File: src/rtl/strt_regs.svh
// constants of the start trigger and signal routing block
`ifndef STRT_REGS_SVH
`define STRT_REGS_SVH
`define STRT_NUM_LINES 8
`define STRT_CLKLINE_IDX 7
`define STRT_CLK_HZ 50000000
`define STRT_BOARD_CLK_HZ 20000000
`define STRT_LINE_MAX_HZ 20000000
`define STRT_DIV_MIN 8'h03
`define STRT_DIV_RESET 8'h03
`define STRT_SRC_W 4
`endif

File: src/rtl/strt_pkg.sv
// types of the start trigger and signal routing block
package strt_pkg;
    typedef enum logic [2:0] {
        STRT_SS_ONCE = 3'h0,
        STRT_SS_SOFT = 3'h1,
        STRT_SS_FRONT = 3'h2,
        STRT_SS_LINE = 3'h3,
        STRT_SS_STAR = 3'h4
    } strt_start_e;
    // route sources; a backplane line source is the line code plus a separate line index
    typedef enum logic [3:0] {
        STRT_RS_NULL = 4'h0,
        STRT_RS_SQUARE = 4'h1,
        STRT_RS_START = 4'h2,
        STRT_RS_SOFT = 4'h3,
        STRT_RS_BOARD = 4'h4,
        STRT_RS_REFIN = 4'h5,
        STRT_RS_CLK10 = 4'h6,
        STRT_RS_STAR = 4'h7,
        STRT_RS_FRONT = 4'h8,
        STRT_RS_LINE = 4'h9
    } strt_route_e;
    typedef enum logic [1:0] {
        STRT_ST_IDLE = 2'h0,
        STRT_ST_ARMED = 2'h1,
        STRT_ST_RUN = 2'h3
    } strt_state_e;
endpackage : strt_pkg

File: src/rtl/strt_top.sv
// start trigger selection and signal routing matrix
`timescale 1ns/100ps
`default_nettype none
`include "strt_regs.svh"
// Operation
// - immediate source starts on initiate
// - software source waits for soft trigger
// - external source waits for rising edge
// - immediate source applies settings at once
// - triggered source holds settings until trigger
// - default immediate; four trigger sources selectable
// - continuous mode runs until stop
// - disable or abort stops output
// - sine and square emitted once started
// - backplane line routes to any destination
// - line destinations select from listed sources
// - divisor at least three, resets three
// - null source clears destination routes
// - board clock derived source at 12.5 megahertz, a quarter of CLOCK, at front and ref out; divided on lines
// - destinations: ref out, front, lines, line 7
// - one enable gates sine and square
module strt_top
    import strt_pkg::*;
#(
    parameter int NLINES = `STRT_NUM_LINES,
    parameter int PW = 32
)
(
    // clock and reset
    input wire logic CLOCK,
    input wire logic RST_B,
    // commands, one-cycle pulses; OUT_ENABLE is a held level
    input wire logic INITIATE,
    input wire logic ABORT,
    input wire logic SOFT_TRIG,
    input wire logic OUT_ENABLE,
    // start configuration
    input wire logic [2:0] START_SEL,
    input wire logic [2:0] START_LINE,
    // synthesis settings
    input wire logic [PW-1:0] FREQ_IN,
    input wire logic [PW-1:0] PHASE_IN,
    input wire logic [PW-1:0] AMPL_IN,
    input wire logic PARAM_WR,
    output logic [PW-1:0] FREQ_OUT,
    output logic [PW-1:0] PHASE_OUT,
    output logic [PW-1:0] AMPL_OUT,
    output logic PARAM_LOAD,
    // route setup: source code, destination, write pulse
    input wire logic [3:0] ROUTE_SRC,
    input wire logic [2:0] ROUTE_SRC_LINE,
    input wire logic [1:0] ROUTE_DST,
    input wire logic [2:0] ROUTE_DST_LINE,
    input wire logic ROUTE_WR,
    input wire logic [7:0] DIV_IN,
    input wire logic DIV_WR,
    // internal signals to route
    input wire logic SQUARE_IN,
    input wire logic REF_IN,
    input wire logic CLK10_IN,
    // pins
    input wire logic STAR_IN,
    input wire logic FRONT_IN,
    output logic FRONT_OUT,
    output logic FRONT_OE_B,
    input wire logic [NLINES-1:0] LINE_IN,
    output logic [NLINES-1:0] LINE_OUT,
    output logic [NLINES-1:0] LINE_OE_B,
    output logic REF_OUT,
    // generation status and output gates
    output logic RUNNING,
    output logic ARMED,
    output logic SINE_EN,
    output logic SQUARE_EN,
    output logic START_PULSE
);
    localparam int BC_RATIO = `STRT_CLK_HZ / `STRT_BOARD_CLK_HZ;
    localparam int NDST = NLINES + 2;

    // ------------------------------------------------------------
    // input synchronisers
    // ------------------------------------------------------------
    logic [NLINES+1:0] ext_lvl;
    logic [NLINES+1:0] ext_rise;
    logic [NLINES+1:0] ext_raw;
    assign ext_raw = {STAR_IN, FRONT_IN, LINE_IN};
    genvar gi;
    generate
        for (gi = 0; gi < NLINES + 2; gi++)
        begin : g_sync
            strt_sync u_sync
            (
                .clk(CLOCK),
                .rst_b(RST_B),
                .din(ext_raw[gi]),
                .level(ext_lvl[gi]),
                .rise(ext_rise[gi])
            );
        end
    endgenerate

    // ------------------------------------------------------------
    // start control
    // ------------------------------------------------------------
    strt_state_e st_reg;
    strt_state_e st_next;
    logic [2:0] sel_reg;
    logic [2:0] sel_next;
    logic trig;
    logic start_p;
    logic pend_reg;
    logic pend_next;
    logic [PW-1:0] pf_reg, pp_reg, pa_reg, pf_next, pp_next, pa_next;
    logic [PW-1:0] of_reg, op_reg, oa_reg, of_next, op_next, oa_next;
    logic load_reg;
    logic load_next;
    logic oe_reg;
    logic oe_next;

    always_comb
    begin
        unique case (strt_start_e'(sel_reg))
            STRT_SS_SOFT: trig = SOFT_TRIG;
            STRT_SS_FRONT: trig = ext_rise[NLINES];
            STRT_SS_LINE: trig = ext_rise[START_LINE];
            STRT_SS_STAR: trig = ext_rise[NLINES+1];
            default: trig = 1'b0;
        endcase
    end

    always_comb
    begin
        st_next = st_reg;
        sel_next = sel_reg;
        start_p = 1'b0;
        pend_next = pend_reg;
        pf_next = pf_reg;
        pp_next = pp_reg;
        pa_next = pa_reg;
        of_next = of_reg;
        op_next = op_reg;
        oa_next = oa_reg;
        load_next = 1'b0;
        oe_next = OUT_ENABLE;
        if (PARAM_WR)
        begin
            pf_next = FREQ_IN;
            pp_next = PHASE_IN;
            pa_next = AMPL_IN;
            pend_next = 1'b1;
        end
        unique case (st_reg)
            STRT_ST_IDLE:
            begin
                sel_next = START_SEL;
                if (INITIATE)
                begin
                    if (START_SEL == STRT_SS_ONCE)
                    begin
                        st_next = STRT_ST_RUN;
                        start_p = 1'b1;
                    end
                    else
                    begin
                        st_next = STRT_ST_ARMED;
                    end
                end
            end
            STRT_ST_ARMED:
            begin
                if (trig)
                begin
                    st_next = STRT_ST_RUN;
                    start_p = 1'b1;
                end
            end
            STRT_ST_RUN:
            begin
                // continuous: only abort leaves
                start_p = trig;
            end
            default: st_next = STRT_ST_IDLE;
        endcase
        // immediate mode pushes writes now, else on trigger
        if ((sel_reg == STRT_SS_ONCE && st_reg == STRT_ST_RUN && PARAM_WR) || (start_p && (pend_reg || PARAM_WR)))
        begin
            of_next = pf_next;
            op_next = pp_next;
            oa_next = pa_next;
            load_next = 1'b1;
            pend_next = 1'b0;
        end
        if (ABORT)
        begin
            st_next = STRT_ST_IDLE;
        end
    end

    always_ff @(posedge CLOCK or negedge RST_B)
    begin
        if (!RST_B)
        begin
            st_reg <= STRT_ST_IDLE;
            sel_reg <= 3'h0;
            pend_reg <= 1'b0;
            pf_reg <= '0;
            pp_reg <= '0;
            pa_reg <= '0;
            of_reg <= '0;
            op_reg <= '0;
            oa_reg <= '0;
            load_reg <= 1'b0;
            oe_reg <= 1'b0;
        end
        else
        begin
            st_reg <= st_next;
            sel_reg <= sel_next;
            pend_reg <= pend_next;
            pf_reg <= pf_next;
            pp_reg <= pp_next;
            pa_reg <= pa_next;
            of_reg <= of_next;
            op_reg <= op_next;
            oa_reg <= oa_next;
            load_reg <= load_next;
            oe_reg <= oe_next;
        end
    end

    logic sp_reg;
    always_ff @(posedge CLOCK or negedge RST_B)
    begin
        if (!RST_B)
            sp_reg <= 1'b0;
        else
            sp_reg <= start_p;
    end

    assign RUNNING = (st_reg == STRT_ST_RUN);
    assign ARMED = (st_reg == STRT_ST_ARMED);
    assign SINE_EN = RUNNING & oe_reg;
    assign SQUARE_EN = RUNNING & oe_reg;
    assign START_PULSE = sp_reg;
    assign FREQ_OUT = of_reg;
    assign PHASE_OUT = op_reg;
    assign AMPL_OUT = oa_reg;
    assign PARAM_LOAD = load_reg;

    // ------------------------------------------------------------
    // board clock and divided board clock
    // ------------------------------------------------------------
    logic [7:0] div_reg, div_next, dcnt_reg, dcnt_next, bcnt_reg, bcnt_next;
    logic bclk_reg, bclk_next, dclk_reg, dclk_next;
    always_comb
    begin
        div_next = div_reg;
        if (DIV_WR)
            div_next = (DIV_IN < `STRT_DIV_MIN) ? `STRT_DIV_MIN : DIV_IN;
        bcnt_next = bcnt_reg + 8'h01;
        bclk_next = bclk_reg;
        dcnt_next = dcnt_reg;
        dclk_next = dclk_reg;
        // board clock toggles at ratio-limited rate
        if (bcnt_reg >= 8'(BC_RATIO / 2))
        begin
            bcnt_next = 8'h00;
            bclk_next = ~bclk_reg;
            if (!bclk_reg)
            begin
                dcnt_next = dcnt_reg + 8'h01;
                if (dcnt_reg + 8'h01 >= div_reg)
                begin
                    dcnt_next = 8'h00;
                end
                dclk_next = (dcnt_next < (div_reg >> 1));
            end
        end
    end
    always_ff @(posedge CLOCK or negedge RST_B)
    begin
        if (!RST_B)
        begin
            div_reg <= `STRT_DIV_RESET;
            dcnt_reg <= 8'h00;
            bcnt_reg <= 8'h00;
            bclk_reg <= 1'b0;
            dclk_reg <= 1'b0;
        end
        else
        begin
            div_reg <= div_next;
            dcnt_reg <= dcnt_next;
            bcnt_reg <= bcnt_next;
            bclk_reg <= bclk_next;
            dclk_reg <= dclk_next;
        end
    end

    // ------------------------------------------------------------
    // routing matrix: dest 0..NLINES-1 lines, NLINES front, NLINES+1 ref out
    // ------------------------------------------------------------
    logic [3:0] rsrc_reg [NDST];
    logic [2:0] rlin_reg [NDST];
    logic [NDST-1:0] val;
    int dsel;
    always_comb
    begin
        unique case (ROUTE_DST)
            2'h0: dsel = NLINES + 1;
            2'h1: dsel = NLINES;
            2'h2: dsel = int'(ROUTE_DST_LINE);
            default: dsel = `STRT_CLKLINE_IDX;
        endcase
    end
    always_ff @(posedge CLOCK or negedge RST_B)
    begin
        if (!RST_B)
        begin
            for (int i = 0; i < NDST; i++)
            begin
                rsrc_reg[i] <= 4'h0;
                rlin_reg[i] <= 3'h0;
            end
        end
        else if (ROUTE_WR)
        begin
            rsrc_reg[dsel] <= ROUTE_SRC;
            rlin_reg[dsel] <= ROUTE_SRC_LINE;
        end
    end
    always_comb
    begin
        for (int d = 0; d < NDST; d++)
        begin
            unique case (strt_route_e'(rsrc_reg[d]))
                STRT_RS_SQUARE: val[d] = SQUARE_IN;
                STRT_RS_START: val[d] = sp_reg;
                STRT_RS_SOFT: val[d] = SOFT_TRIG;
                // lines get only the divided clock, never full board clock
                STRT_RS_BOARD: val[d] = (d < NLINES) ? dclk_reg : bclk_reg;
                STRT_RS_REFIN: val[d] = REF_IN;
                STRT_RS_CLK10: val[d] = CLK10_IN;
                STRT_RS_STAR: val[d] = ext_lvl[NLINES+1];
                STRT_RS_FRONT: val[d] = ext_lvl[NLINES];
                STRT_RS_LINE: val[d] = ext_lvl[rlin_reg[d]];
                default: val[d] = 1'b0;
            endcase
        end
    end
    always_comb
    begin
        for (int d = 0; d < NLINES; d++)
        begin
            LINE_OE_B[d] = (rsrc_reg[d] == STRT_RS_NULL);
        end
    end
    always_ff @(posedge CLOCK or negedge RST_B)
    begin
        if (!RST_B)
        begin
            LINE_OUT <= '0;
            FRONT_OUT <= 1'b0;
            REF_OUT <= 1'b0;
        end
        else
        begin
            LINE_OUT <= val[NLINES-1:0];
            FRONT_OUT <= val[NLINES];
            REF_OUT <= val[NLINES+1];
        end
    end
    assign FRONT_OE_B = (rsrc_reg[NLINES] == STRT_RS_NULL);

    // ------------------------------------------------------------
    // checks
    // ------------------------------------------------------------
    a_once_start: assert property (@(posedge CLOCK) disable iff (!RST_B)
        (st_reg == STRT_ST_IDLE && INITIATE && !ABORT && START_SEL == 3'h0) |=> RUNNING)
        else $error("immediate start missed");
    a_soft_wait: assert property (@(posedge CLOCK) disable iff (!RST_B)
        (ARMED && sel_reg == 3'h1 && !SOFT_TRIG && !ABORT) |=> ARMED)
        else $error("soft start left armed early");
    a_ext_edge: assert property (@(posedge CLOCK) disable iff (!RST_B)
        (ARMED && sel_reg == 3'h2 && ext_rise[NLINES] && !ABORT) |=> RUNNING)
        else $error("front edge did not start");
    a_once_update: assert property (@(posedge CLOCK) disable iff (!RST_B)
        (RUNNING && sel_reg == 3'h0 && PARAM_WR) |=> (FREQ_OUT == $past(FREQ_IN) && PARAM_LOAD))
        else $error("immediate update late");
    a_hold_pend: assert property (@(posedge CLOCK) disable iff (!RST_B)
        (RUNNING && sel_reg != 3'h0 && !trig) |=> $stable(FREQ_OUT))
        else $error("pending setting leaked");
    a_run_stays: assert property (@(posedge CLOCK) disable iff (!RST_B)
        (RUNNING && !ABORT) |=> RUNNING)
        else $error("generation stopped");
    a_abort_stop: assert property (@(posedge CLOCK) disable iff (!RST_B)
        ABORT |=> (!SINE_EN && !SQUARE_EN))
        else $error("abort did not stop output");
    a_div_floor: assert property (@(posedge CLOCK) disable iff (!RST_B)
        div_reg >= `STRT_DIV_MIN)
        else $error("divisor below three");
    a_null_clear: assert property (@(posedge CLOCK) disable iff (!RST_B)
        (ROUTE_WR && ROUTE_SRC == 4'h0 && ROUTE_DST == 2'h1) |=> FRONT_OE_B)
        else $error("null route did not clear");
    a_gate_same: assert property (@(posedge CLOCK) disable iff (!RST_B)
        SINE_EN == SQUARE_EN)
        else $error("outputs gated apart");
    c_soft_start: cover property (@(posedge CLOCK) disable iff (!RST_B) ARMED && sel_reg == 3'h1 ##1 RUNNING);
    c_ext_start: cover property (@(posedge CLOCK) disable iff (!RST_B) ARMED && sel_reg == 3'h3 ##1 RUNNING);
    c_pend_apply: cover property (@(posedge CLOCK) disable iff (!RST_B) RUNNING && pend_reg && trig);
endmodule : strt_top
`default_nettype wire

File: src/rtl/strt_sync.sv
// three-stage input synchroniser with rising edge detect
`timescale 1ns/100ps
`default_nettype none
module strt_sync
(
    // clock and reset
    input wire logic clk,
    input wire logic rst_b,
    // async level in
    input wire logic din,
    // synchronised level and rising edge
    output logic level,
    output logic rise
);
    logic [2:0] sh_reg;
    logic [2:0] sh_next;
    logic lvl_reg;
    logic lvl_next;

    always_comb
    begin
        sh_next = {sh_reg[1:0], din};
        lvl_next = (sh_reg[2] == sh_reg[1]) ? sh_reg[1] : lvl_reg;
    end

    always_ff @(posedge clk or negedge rst_b)
    begin
        if (!rst_b)
        begin
            sh_reg <= 3'h0;
            lvl_reg <= 1'b0;
        end
        else
        begin
            sh_reg <= sh_next;
            lvl_reg <= lvl_next;
        end
    end

    assign level = lvl_reg;
    // filtered level low, then two agreeing high samples
    assign rise = lvl_next & ~lvl_reg;
endmodule : strt_sync
`default_nettype wire

File: config.mk
export PLATFORM = sky130hd
export DESIGN_NAME = strt_top
export DESIGN_NICKNAME = d
export VERILOG_FILES = /design/src/rtl/strt_pkg.sv /design/src/rtl/strt_top.sv /design/src/rtl/strt_sync.sv
export VERILOG_INCLUDE_DIRS = /design/src /design/src/rtl
export SDC_FILE = /design/constraint.sdc
export NUM_CORES = 1
export LEC_CHECK = 0
export BUFFER_PORTS_ARGS = -buffer_cell sky130_fd_sc_hd__buf_2
export CORE_MARGIN = 4
export CORE_UTILIZATION = 45
export DETAILED_ROUTE_END_ITERATION = 7
export PLACE_DENSITY = 0.67
export SLEW_MARGIN = 5
export SYNTH_ARGS = -nofsm -noshare
export SYNTH_HDL_FRONTEND = slang
export SYNTH_SLANG_ARGS = --single-unit
File: constraint.sdc
create_clock -name CLOCK -period 6.6 [get_ports CLOCK]
set_clock_uncertainty 0.1 [all_clocks]
set_input_delay 0.66 -clock CLOCK [delete_from_list [all_inputs] [get_ports CLOCK]]
set_output_delay 0.66 -clock CLOCK [all_outputs]
set_load 0.05 [all_outputs]
Word-level counts from Yosys, hierarchy flattened

Cells that the tools add are included.

Register bits: 347
Latch bits: 0
Bits in writable memories: 0
Memory bits (read-only): 0
Input port bits: 144
Output and inout port bits: 121
Word-level logic and storage cells: 305
Memories: 0

$add $sub $neg: 2
$mul: 0
Div/mod/pow operators: 0
Order comparisons: 17
Equal/unequal tests: 111
Shifts and indexed selects: 0
Muxes and demuxes: 70
Bitwise gates (word level): 23
Reduce and logical (&&, ||, !) cells: 22

Operators by type and width:

| kind                  | count |
|---|---|
| $eq A4 B3 Y1 const B  | 40 |
| $mux W32              | 3 |
| $pmux W1 S9           | 10 |
| $eq A4 B2 Y1 const B  | 20 |
| $eq A4 B4 Y1 const B  | 20 |
| $lt A3 B5 Y1 const B  | 11 |
| $bwmux W40            | 1 |
| $eq A4 B1 Y1 const B  | 10 |
| $mux W8               | 5 |
| $logic_not A4 Y1      | 9 |
| $bmux W1 S3           | 11 |
| $ge A32 B5 Y1 const B | 1 |
| $lt A32 B1 Y1 const B | 1 |
| $not A32 Y32          | 1 |
| $bwmux W30            | 1 |
| $mux W1               | 27 |
| $add A8 B1 Y8 const B | 2 |
| $demux W4 S4          | 1 |
| $demux W3 S4          | 1 |
| $pmux W4 S3           | 1 |
| $and A1 B1 Y1         | 11 |
| $not A1 Y1            | 11 |
| $eq A1 B1 Y1          | 10 |
| $ge A8 B1 Y1 const B  | 1 |
| 24 further kinds      | 36 |

Longest topological paths before layout

Gate-level depths: netlist (run 1).

Word-level depth: 11
Depth in mapped cells: 16
Mapped depth without buffers: 16

Hierarchy

A second synthesis (run 1) with hierarchy kept.

Cell total of the unflattened synthesis: 1,012
Area total of the unflattened synthesis: 14,797.9 um2

Modules (own cells, without submodules):

| module    | times used | cells each | area each (um2) | sequential area each (um2) |
|---|---|---|---|---|
| strt_top  | 1          | 952        | 13,584.3        | 7,684.9 |
| strt_sync | 10         | 6          | 121.4           | 100.1 |

Worst setup path after synthesis (run 1)

Ideal clock, no wire load.

Path type: register to register
From: register dcnt_reg[0]
To: register dclk_reg
Setup time: 0.095 ns
Arrival: 3.236 ns
Data required time: 6.405 ns
Setup slack: 3.169 ns
Cell stages (with the launch flop): 17
Path buffers: 0
Period minus slack after synthesis: 3.431 ns
Path through: dfrtp_1 ha_1 nand3_1 xor2_1 inv_1 ha_1 a21oi_1 nor2b_1 a2111oi_0 a21oi_1 nor2b_1 ha_1 a21o_1 a21oi_1 o21bai_1 a221o_1 o31ai_1

Word-level cells in the longest chain between the ends: 6

Ends and longest elaborated chain:

| element                | line                             | text |
|---|---|---|
| from (decl)            | strt_top.sv:253                  | `logic [7:0] div_reg, div_next, dcnt_reg, dcnt_next, bcnt_reg, bcnt_next;` |
| from (signal assigned) | strt_top.sv:293                  | `dcnt_reg <= dcnt_next;` |
| $add A8 B1 Y8 (*)      | strt_top.sv:271, strt_top.sv:272 |  |
| $ge A8 B8 Y1           | strt_top.sv:272                  | `if (dcnt_reg + 8'h01 >= div_reg)` |
| $mux W8 (*)            | strt_top.sv:272                  |  |
| $mux W8 (*)            | strt_top.sv:269                  | `if (!bclk_reg)` |
| $mux W8 (*)            | strt_top.sv:265                  | `if (bcnt_reg >= 8'(BC_RATIO / 2))` |
| $lt A8 B7 Y1 (*)       | strt_top.sv:276                  | `dclk_next = (dcnt_next < (div_reg >> 1));` |
| to (signal assigned)   | strt_top.sv:296                  | `dclk_reg <= dclk_next;` |
| to (decl)              | strt_top.sv:254                  | `logic bclk_reg, bclk_next, dclk_reg, dclk_next;` |

Every way passes the cells marked *; elsewhere a longest branch is shown, timed or not. The select of a mux whose other input is x is not followed.
A chain may end at the register's enable or synchronous reset.

Final worst setup path (run 1)

Ends and elaborated chain as after synthesis.

==> results of run 1 <==
cells in the final DEF, fill, tap and decap left out, drive strengths merged, types with 13 or more instances in the layout:
cell	instances
buf	271
nor2	22
mux4	31
clkbuf	57
ha	18
inv	18
dfrtp	345
nand2	33
a21oi	19
o21ai	22
mux2i	37
nor3	13
mux2	267
cell families after synthesis:
family	count (synthesis)	share of synthesized area, %
other	1	0.0254
AOI/OAI and AO/OA	73	3.10
xor gates and xnor gates	8	0.475
muxes	335	28.4
DFF	347	58.9
buffers and inverters	79	2.52
adders and majority gates	27	2.14
and+or+nand+nor	122	4.43
layout make-up:
type                    count  share of cell area (%)
diodes                      9                   0.127
clock buffers              57                    6.24
clock inverters             9                   0.765
inverters                  17                   0.361
multi-input cells         570                    32.3
flip-flops and latches    347                    49.1
well taps                 442                    3.13
repair buffers            271                    7.92
stage by stage:
stage | worst slack (ns) | util (%) | hold WS (ns) | cell area [µm²] | total power (W)
2_1_floorplan | 3.17 | - | 0.231 | 14800 | 0.00514
3_3_place_gp | 2.59 | 50.6 | 0.233 | 16400 | 0.00581
3_5_place_dp | 2.48 | 50.6 | 0.235 | 16400 | 0.00586
4_1_cts | 2.47 | 54.4 | 0.110 | 17600 | 0.00799
5_1_grt | 2.08 | 54.4 | 0.115 | 17700 | 0.00830
6_report | 2.44 | 54.5 | 0.0903 | 17700 | 0.00789
layer usage:
metal	share of wire, %	wire length [µm]	vias to the layer above
met5	0.29	95	-
met4	2.0	656	12
met3	8.1	2630	55
met2	48	15500	239
met1	42	13600	4502
li1	-	-	4106
power by group through the flow:
stage	sequential, W	combinational, W	clock (W)
2_1_floorplan	0.00410	0.00104	0
3_3_place_gp	0.00301	0.00280	0
3_5_place_dp	0.00303	0.00283	0
4_1_cts	0.00300	0.00284	0.00215
5_1_grt	0.00308	0.00297	0.00225
6_report	0.00300	0.00281	0.00209
path summary, 6_finish.rpt:
path | endpoint | slack (ns) | startpoint
setup reg to reg | dclk_reg | 2.44 | dcnt_reg[0]
hold / removal | FRONT_OUT | 0.09 | RST_B
setup / recovery | dclk_reg | 2.44 | dcnt_reg[0]
min in group CLOCK | g_sync[1].u_sync.sh_reg[0] | 0.13 | LINE_IN[1]
max in group asynchronous | pa_reg[9] | 4.88 | RST_B
hold reg to reg | g_sync[2].u_sync.sh_reg[1] | 0.25 | g_sync[2].u_sync.sh_reg[0]
worst max-delay path, stage by stage, from the launching register on:
cell,delay [ns]
dfrtp_1,0.46
ha_1,0.26
nand3_1,0.12
xor2_1,0.27
inv_1,0.08
ha_1,0.30
a21oi_1,0.06
nor2b_1,0.11
a2111oi_0,0.07
a21oi_1,0.79
nor2b_1,0.16
ha_1,0.35
a21o_1,0.18
a21oi_1,0.14
o21bai_1,0.09
a221o_1,0.35
o31ai_1,0.18
==> qor.yml, run 1 <==
ys_top_cells_by_area: "dfrtp_1 59%, mux2_2 18%, mux4_2 4.7%"
grt_pass1_vias: 9367
fin_tns_setup_ns: 0
ys_async_sr_fraction_pct: 100
seqCellArea_um2: 8690
grt.total_usage_pct: 18.1
worstSetupPathType: "reg -> reg"
areaGrowthSynthToFinish_pct: 19.9
fmax_mhz: 240
hpwl_um: 21800
ant_nets: 0
synth_area_um2: 14700
slew_violations: 0
wire_per_inst_um: 18.8
power_density_nw_per_um2: 447
core_area_um2: 32500
grtUsageMet3_pct: 5.88
ctsResizeCount: 0
synth_edf_count: 0
clockBufferDepth: 3
dr.first_iter.drc_count: 429
largest_register_ffs: 40
p_int_w: 0.00483
h-tree-depth: 2
clkPwrFrac_pct: 26.4
initial_core_util_pct: 45.4
vias: 8914
cp_data_arrival_time_ns: 4.48
multi_input_area_um2: 5710
crit_path_end_kind: "flip-flop"
top_usage_layer: "met2"
viasPerCell: 5.18
synth_seq_cells: 347
numPlacedInstances: 1647
fp-row-count: 66
use_met1_pct: 24.1
power.net_switching_w: 0.00306
cp_max_fo: 14
hp-class: "in -> async"
cap_viol_max_count: 0
run_status: "complete, no violations"
finalHoldViolations: 0
grt_pass1_wl_um: 52100
yosysMostFrequentCell: "dfrtp_1"
min_period_ns: 4.16
root_buffer: "clkbuf_16"
portBuffers: 264
leakage_nw: 8.08
syn_avg_cell_area_um2: 14.9
synth_largest_area_cell: "dfrtp_1"
start_kind: "flip-flop"
path_clk_slew_ns: 0.05
p_seq_share_pct: 38.0
slew_headroom_pct: 22.4
place_congestion: 0.767
rsz0062_at_grt: "no"
grt_use_met2_pct: 28.5
cts_buffers: 39
finalSetupViolations: 0
io_pins: 265
cts.sinks: 347
drt-pass1-iter-count: 4
worstRegToRegCells: 16
swShare_pct: 38.8
synth.distinct_cells: 51
dieArea_um2: 35700
synth-seq-area-share_pct: 58.9
fin_cells: 1722
drc: 0
nFillCells: 2758
grt_max_degree: 110
dieWidth_um: 189
cp.required_ns: 6.92
synth_warnings: 0
fp.dieH_um: 189
comb_power_share_pct: 35.6
ir_drop_uv: 334
cts_setup_buffers: 0
clk_latency_ns: 0.53
cts_tree: "done"
fin_crit_sh_pct: 63.1
synth_top_area_share_pct: 58.6
worstMarginPinSlew_ns: 1.16
wirelength_um: 32400
synthCells: 992
ctsHoldBuffers: 0
layout-drive-gt1-share_pct: 49.5
antenna_found_initial: 12
yosys-top-cells-count: "345 x dfrtp_1, 238 x mux2_2, 41 x clkbuf_1"
gr-total-overflow: 0
num-nets-final: 1408
ys.flop_type: "dfrtp_1"
No activity file was read; power rests on OpenSTA's default activity.
==> run 2, diff against run 1 <==
ABC_AREA = 1   (was default)
PLACE_DENSITY = 0.69   (was 0.67)
clock period = 3.5 ns   (was 6.6 ns; I/O delays follow)
==> run 2 against run 1 <==
  * Worst hold slack got worse by 0.051 ns
  * Largest power group unchanged
  * Design area increased by 8.0%
  * Die area grew 0.82%
  * Worst setup slack got worse by 2.1 ns
==> qor.yml, run 2 <==
run_status: "complete, no violations"
place_congestion: 0.829
ys_top_cells_by_area: "dfrtp_1 58%, nand2_1 17%, o21ai_0 5.5%"
hpwl_um: 26600
mostFrequentLayoutCells: "681 x nand2_1, 345 x dfrtp_1, 262 x buf_2"
comb_power_share_pct: 35.4
cp_data_arrival_time_ns: 3.49
grt_max_degree: 96
cts_tree: "done"
wirelength_um: 42300
h-tree-depth: 2
cp.required_ns: 3.85
synth_edf_count: 0
cpPeakStageDelay_ns: 0.41
crit_family: "simple AND/OR/NAND/NOR gates"
synth_warnings: 0
cap_viol_max_count: 0
synth_seq_cells: 347
synthCells: 1735
yosysMostFrequentCell: "nand2_1"
grt.total_usage_pct: 23.2
grt_pass1_vias: 13300
largest_register_ffs: 40
worstMarginPinSlew_ns: 0.767
leakage_nw: 10.0
vias: 13200
final_common_cell: "nand2_1"
dr.first_iter.drc_count: 999
rsz0062_at_grt: "no"
synth-seq-area-share_pct: 58.4
slew_headroom_pct: 48.8
crit_slowest_cell: "dfrtp_1"
swShare_pct: 41.9
drt-pass1-iter-count: 6
ys_async_sr_fraction_pct: 100
gr-total-overflow: 0
core_area_um2: 32500
start_kind: "flip-flop"
ir_drop_uv: 978
fin_crit_sh_pct: 89.5
clockBufferDepth: 3
synth_largest_area_cell: "dfrtp_1"
areaGrowthSynthToFinish_pct: 28.4
initial_core_util_pct: 45.7
root_buffer: "clkbuf_16"
layout-drive-gt1-share_pct: 16.7
placed_cell_area_um2: 16600
ant_nets: 0
fp-row-count: 66
yosys-top-cells-count: "681 x nand2_1, 345 x dfrtp_1, 164 x o21ai_0"
dieWidth_um: 190
synth.distinct_cells: 39
path_cells: "ha_1 -> nand2_1 -> inv_1 -> nand4_1 -> xor2_1 -> inv_1 -> ha_1 -> nand2_1 -> nor2_1 -> nand2_1 -> and2_1 -> nand2_1 -> nor2_1 -> ha_1 -> a21oi_1 -> nor2_1 -> nor3_1 -> nand2_1 -> nand2_1"
cts_setup_buffers: 0
antenna_found_initial: 0
path_clk_slew_ns: 0.06
cts.sinks: 347
cp_max_fo: 6
clk_latency_ns: 0.52
wire_per_inst_um: 16.4
synth_top_area_share_pct: 58.1
viasPerCell: 5.14
syn_avg_cell_area_um2: 8.57
io_pins: 265
fp.dieH_um: 190
p_int_w: 0.00873
clkPwrFrac_pct: 26.9
diodes: 0
power_density_nw_per_um2: 787
worstSetupPathType: "reg -> reg"
grt_pass1_wl_um: 68300
p_seq_share_pct: 37.7
min_period_ns: 3.13
synth_area_um2: 14900
fin_area_um2: 19100
crit_path_end_kind: "flip-flop"
ys.flop_type: "dfrtp_1"
portBuffers: 264
finalSetupViolations: 0
drc: 0
finalHoldViolations: 0
slew_violations: 0
hp-class: "in -> reg"
cts_buffers: 39
dieArea_um2: 36000
fmax_mhz: 319
numPlacedInstances: 2387
path_buf_inv: 2
fin_tns_setup_ns: 0
num-nets-final: 2264
fin_cells: 2574
crit_top_cell: "nand2_1"
power.net_switching_w: 0.00629
run 2: cell type report:
| type | count | area, µm² |
|---|---|---|
| Clock buffer | 57 | 1170 |
| Timing Repair Buffer | 394 | 2680 |
| Multi-Input combinational cell | 1205 | 5450 |
| Tap cell | 442 | 553 |
| Clock inverter | 14 | 113 |
| Sequential cell | 347 | 8690 |
| Fill cell | 2858 | 13500 |
| Inverter | 115 | 432 |
run 2: worst register-to-register path: stages, from the launching register on:
cell	delay, ns
dfrtp_1	0.41
ha_1	0.22
nand2_1	0.06
inv_1	0.07
nand4_1	0.11
xor2_1	0.25
inv_1	0.07
ha_1	0.27
nand2_1	0.05
nor2_1	0.17
nand2_1	0.09
and2_1	0.14
nand2_1	0.16
nor2_1	0.09
ha_1	0.30
a21oi_1	0.16
nor2_1	0.06
nor3_1	0.17
nand2_1	0.07
nand2_1	0.05
run 2: kinds of logic after synthesis:
| group | count (synthesis) | share of synthesized area (%) |
|---|---|---|
| adders and majority gates | 27 | 2.13 |
| and+or+nand+nor | 915 | 24.8 |
| other | 1 | 0.0252 |
| buffers and inverters | 187 | 5.12 |
| AOI/OAI and AO/OA | 253 | 9.22 |
| xor gates and xnor gates | 5 | 0.295 |
| DFF | 347 | 58.4 |
run 2: timing repair:
action / CTS / global route
gates resized for setup: 0 / 0
hold buffers: 116 / 0
hold endpoints to repair: 204 / 0
run 2: power by group through the flow:
stage / sequential, W / clock, W / combinational (W)
floorplan: 0.00769 / 0 / 0.00168
global placement: 0.00567 / 0 / 0.00513
detailed placement: 0.00568 / 0 / 0.00522
CTS: 0.00564 / 0.00414 / 0.00533
global route: 0.00578 / 0.00433 / 0.00573
finish: 0.00566 / 0.00404 / 0.00532
run 2: worst paths after layout:
kind	startpoint	end	slack, ns	cells after the start
max	dcnt_reg[0]	dclk_reg	0.37	19
max in group asynchronous	RST_B	AMPL_OUT[23]	2.08	3
min reg2reg	g_sync[7].u_sync.sh_reg[0]	g_sync[7].u_sync.sh_reg[1]	0.25	0
min in group asynchronous	RST_B	div_reg[3]	0.38	2
max reg2reg	dcnt_reg[0]	dclk_reg	0.37	19
min	AMPL_IN[31]	pa_reg[31]	0.04	3
run 2: per-stage QoR:
step | hold WS [ns] | total power [W] | setup slack, ns | utilization (%)
floorplan | -0.0456 | 0.00938 | 0.792 | -
global placement | 0.236 | 0.0108 | 0.517 | 51.1
detailed placement | 0.236 | 0.0109 | 0.466 | 51.1
CTS | 0.0199 | 0.0151 | 0.395 | 58.7
global route | 0.0233 | 0.0158 | 0.0214 | 58.7
finish | 0.0391 | 0.0150 | 0.369 | 58.7
run 2: metal layers:
metal | vias up | GRT usage [%] | routed length, µm
met2 | 499 | 38.6 | 20300
li1 | 6332 | - | -
met4 | 0 | 7.54 | 1350
met1 | 6307 | 29.9 | 17300
met5 | - | 0 | 0
met3 | 99 | 5.94 | 3340
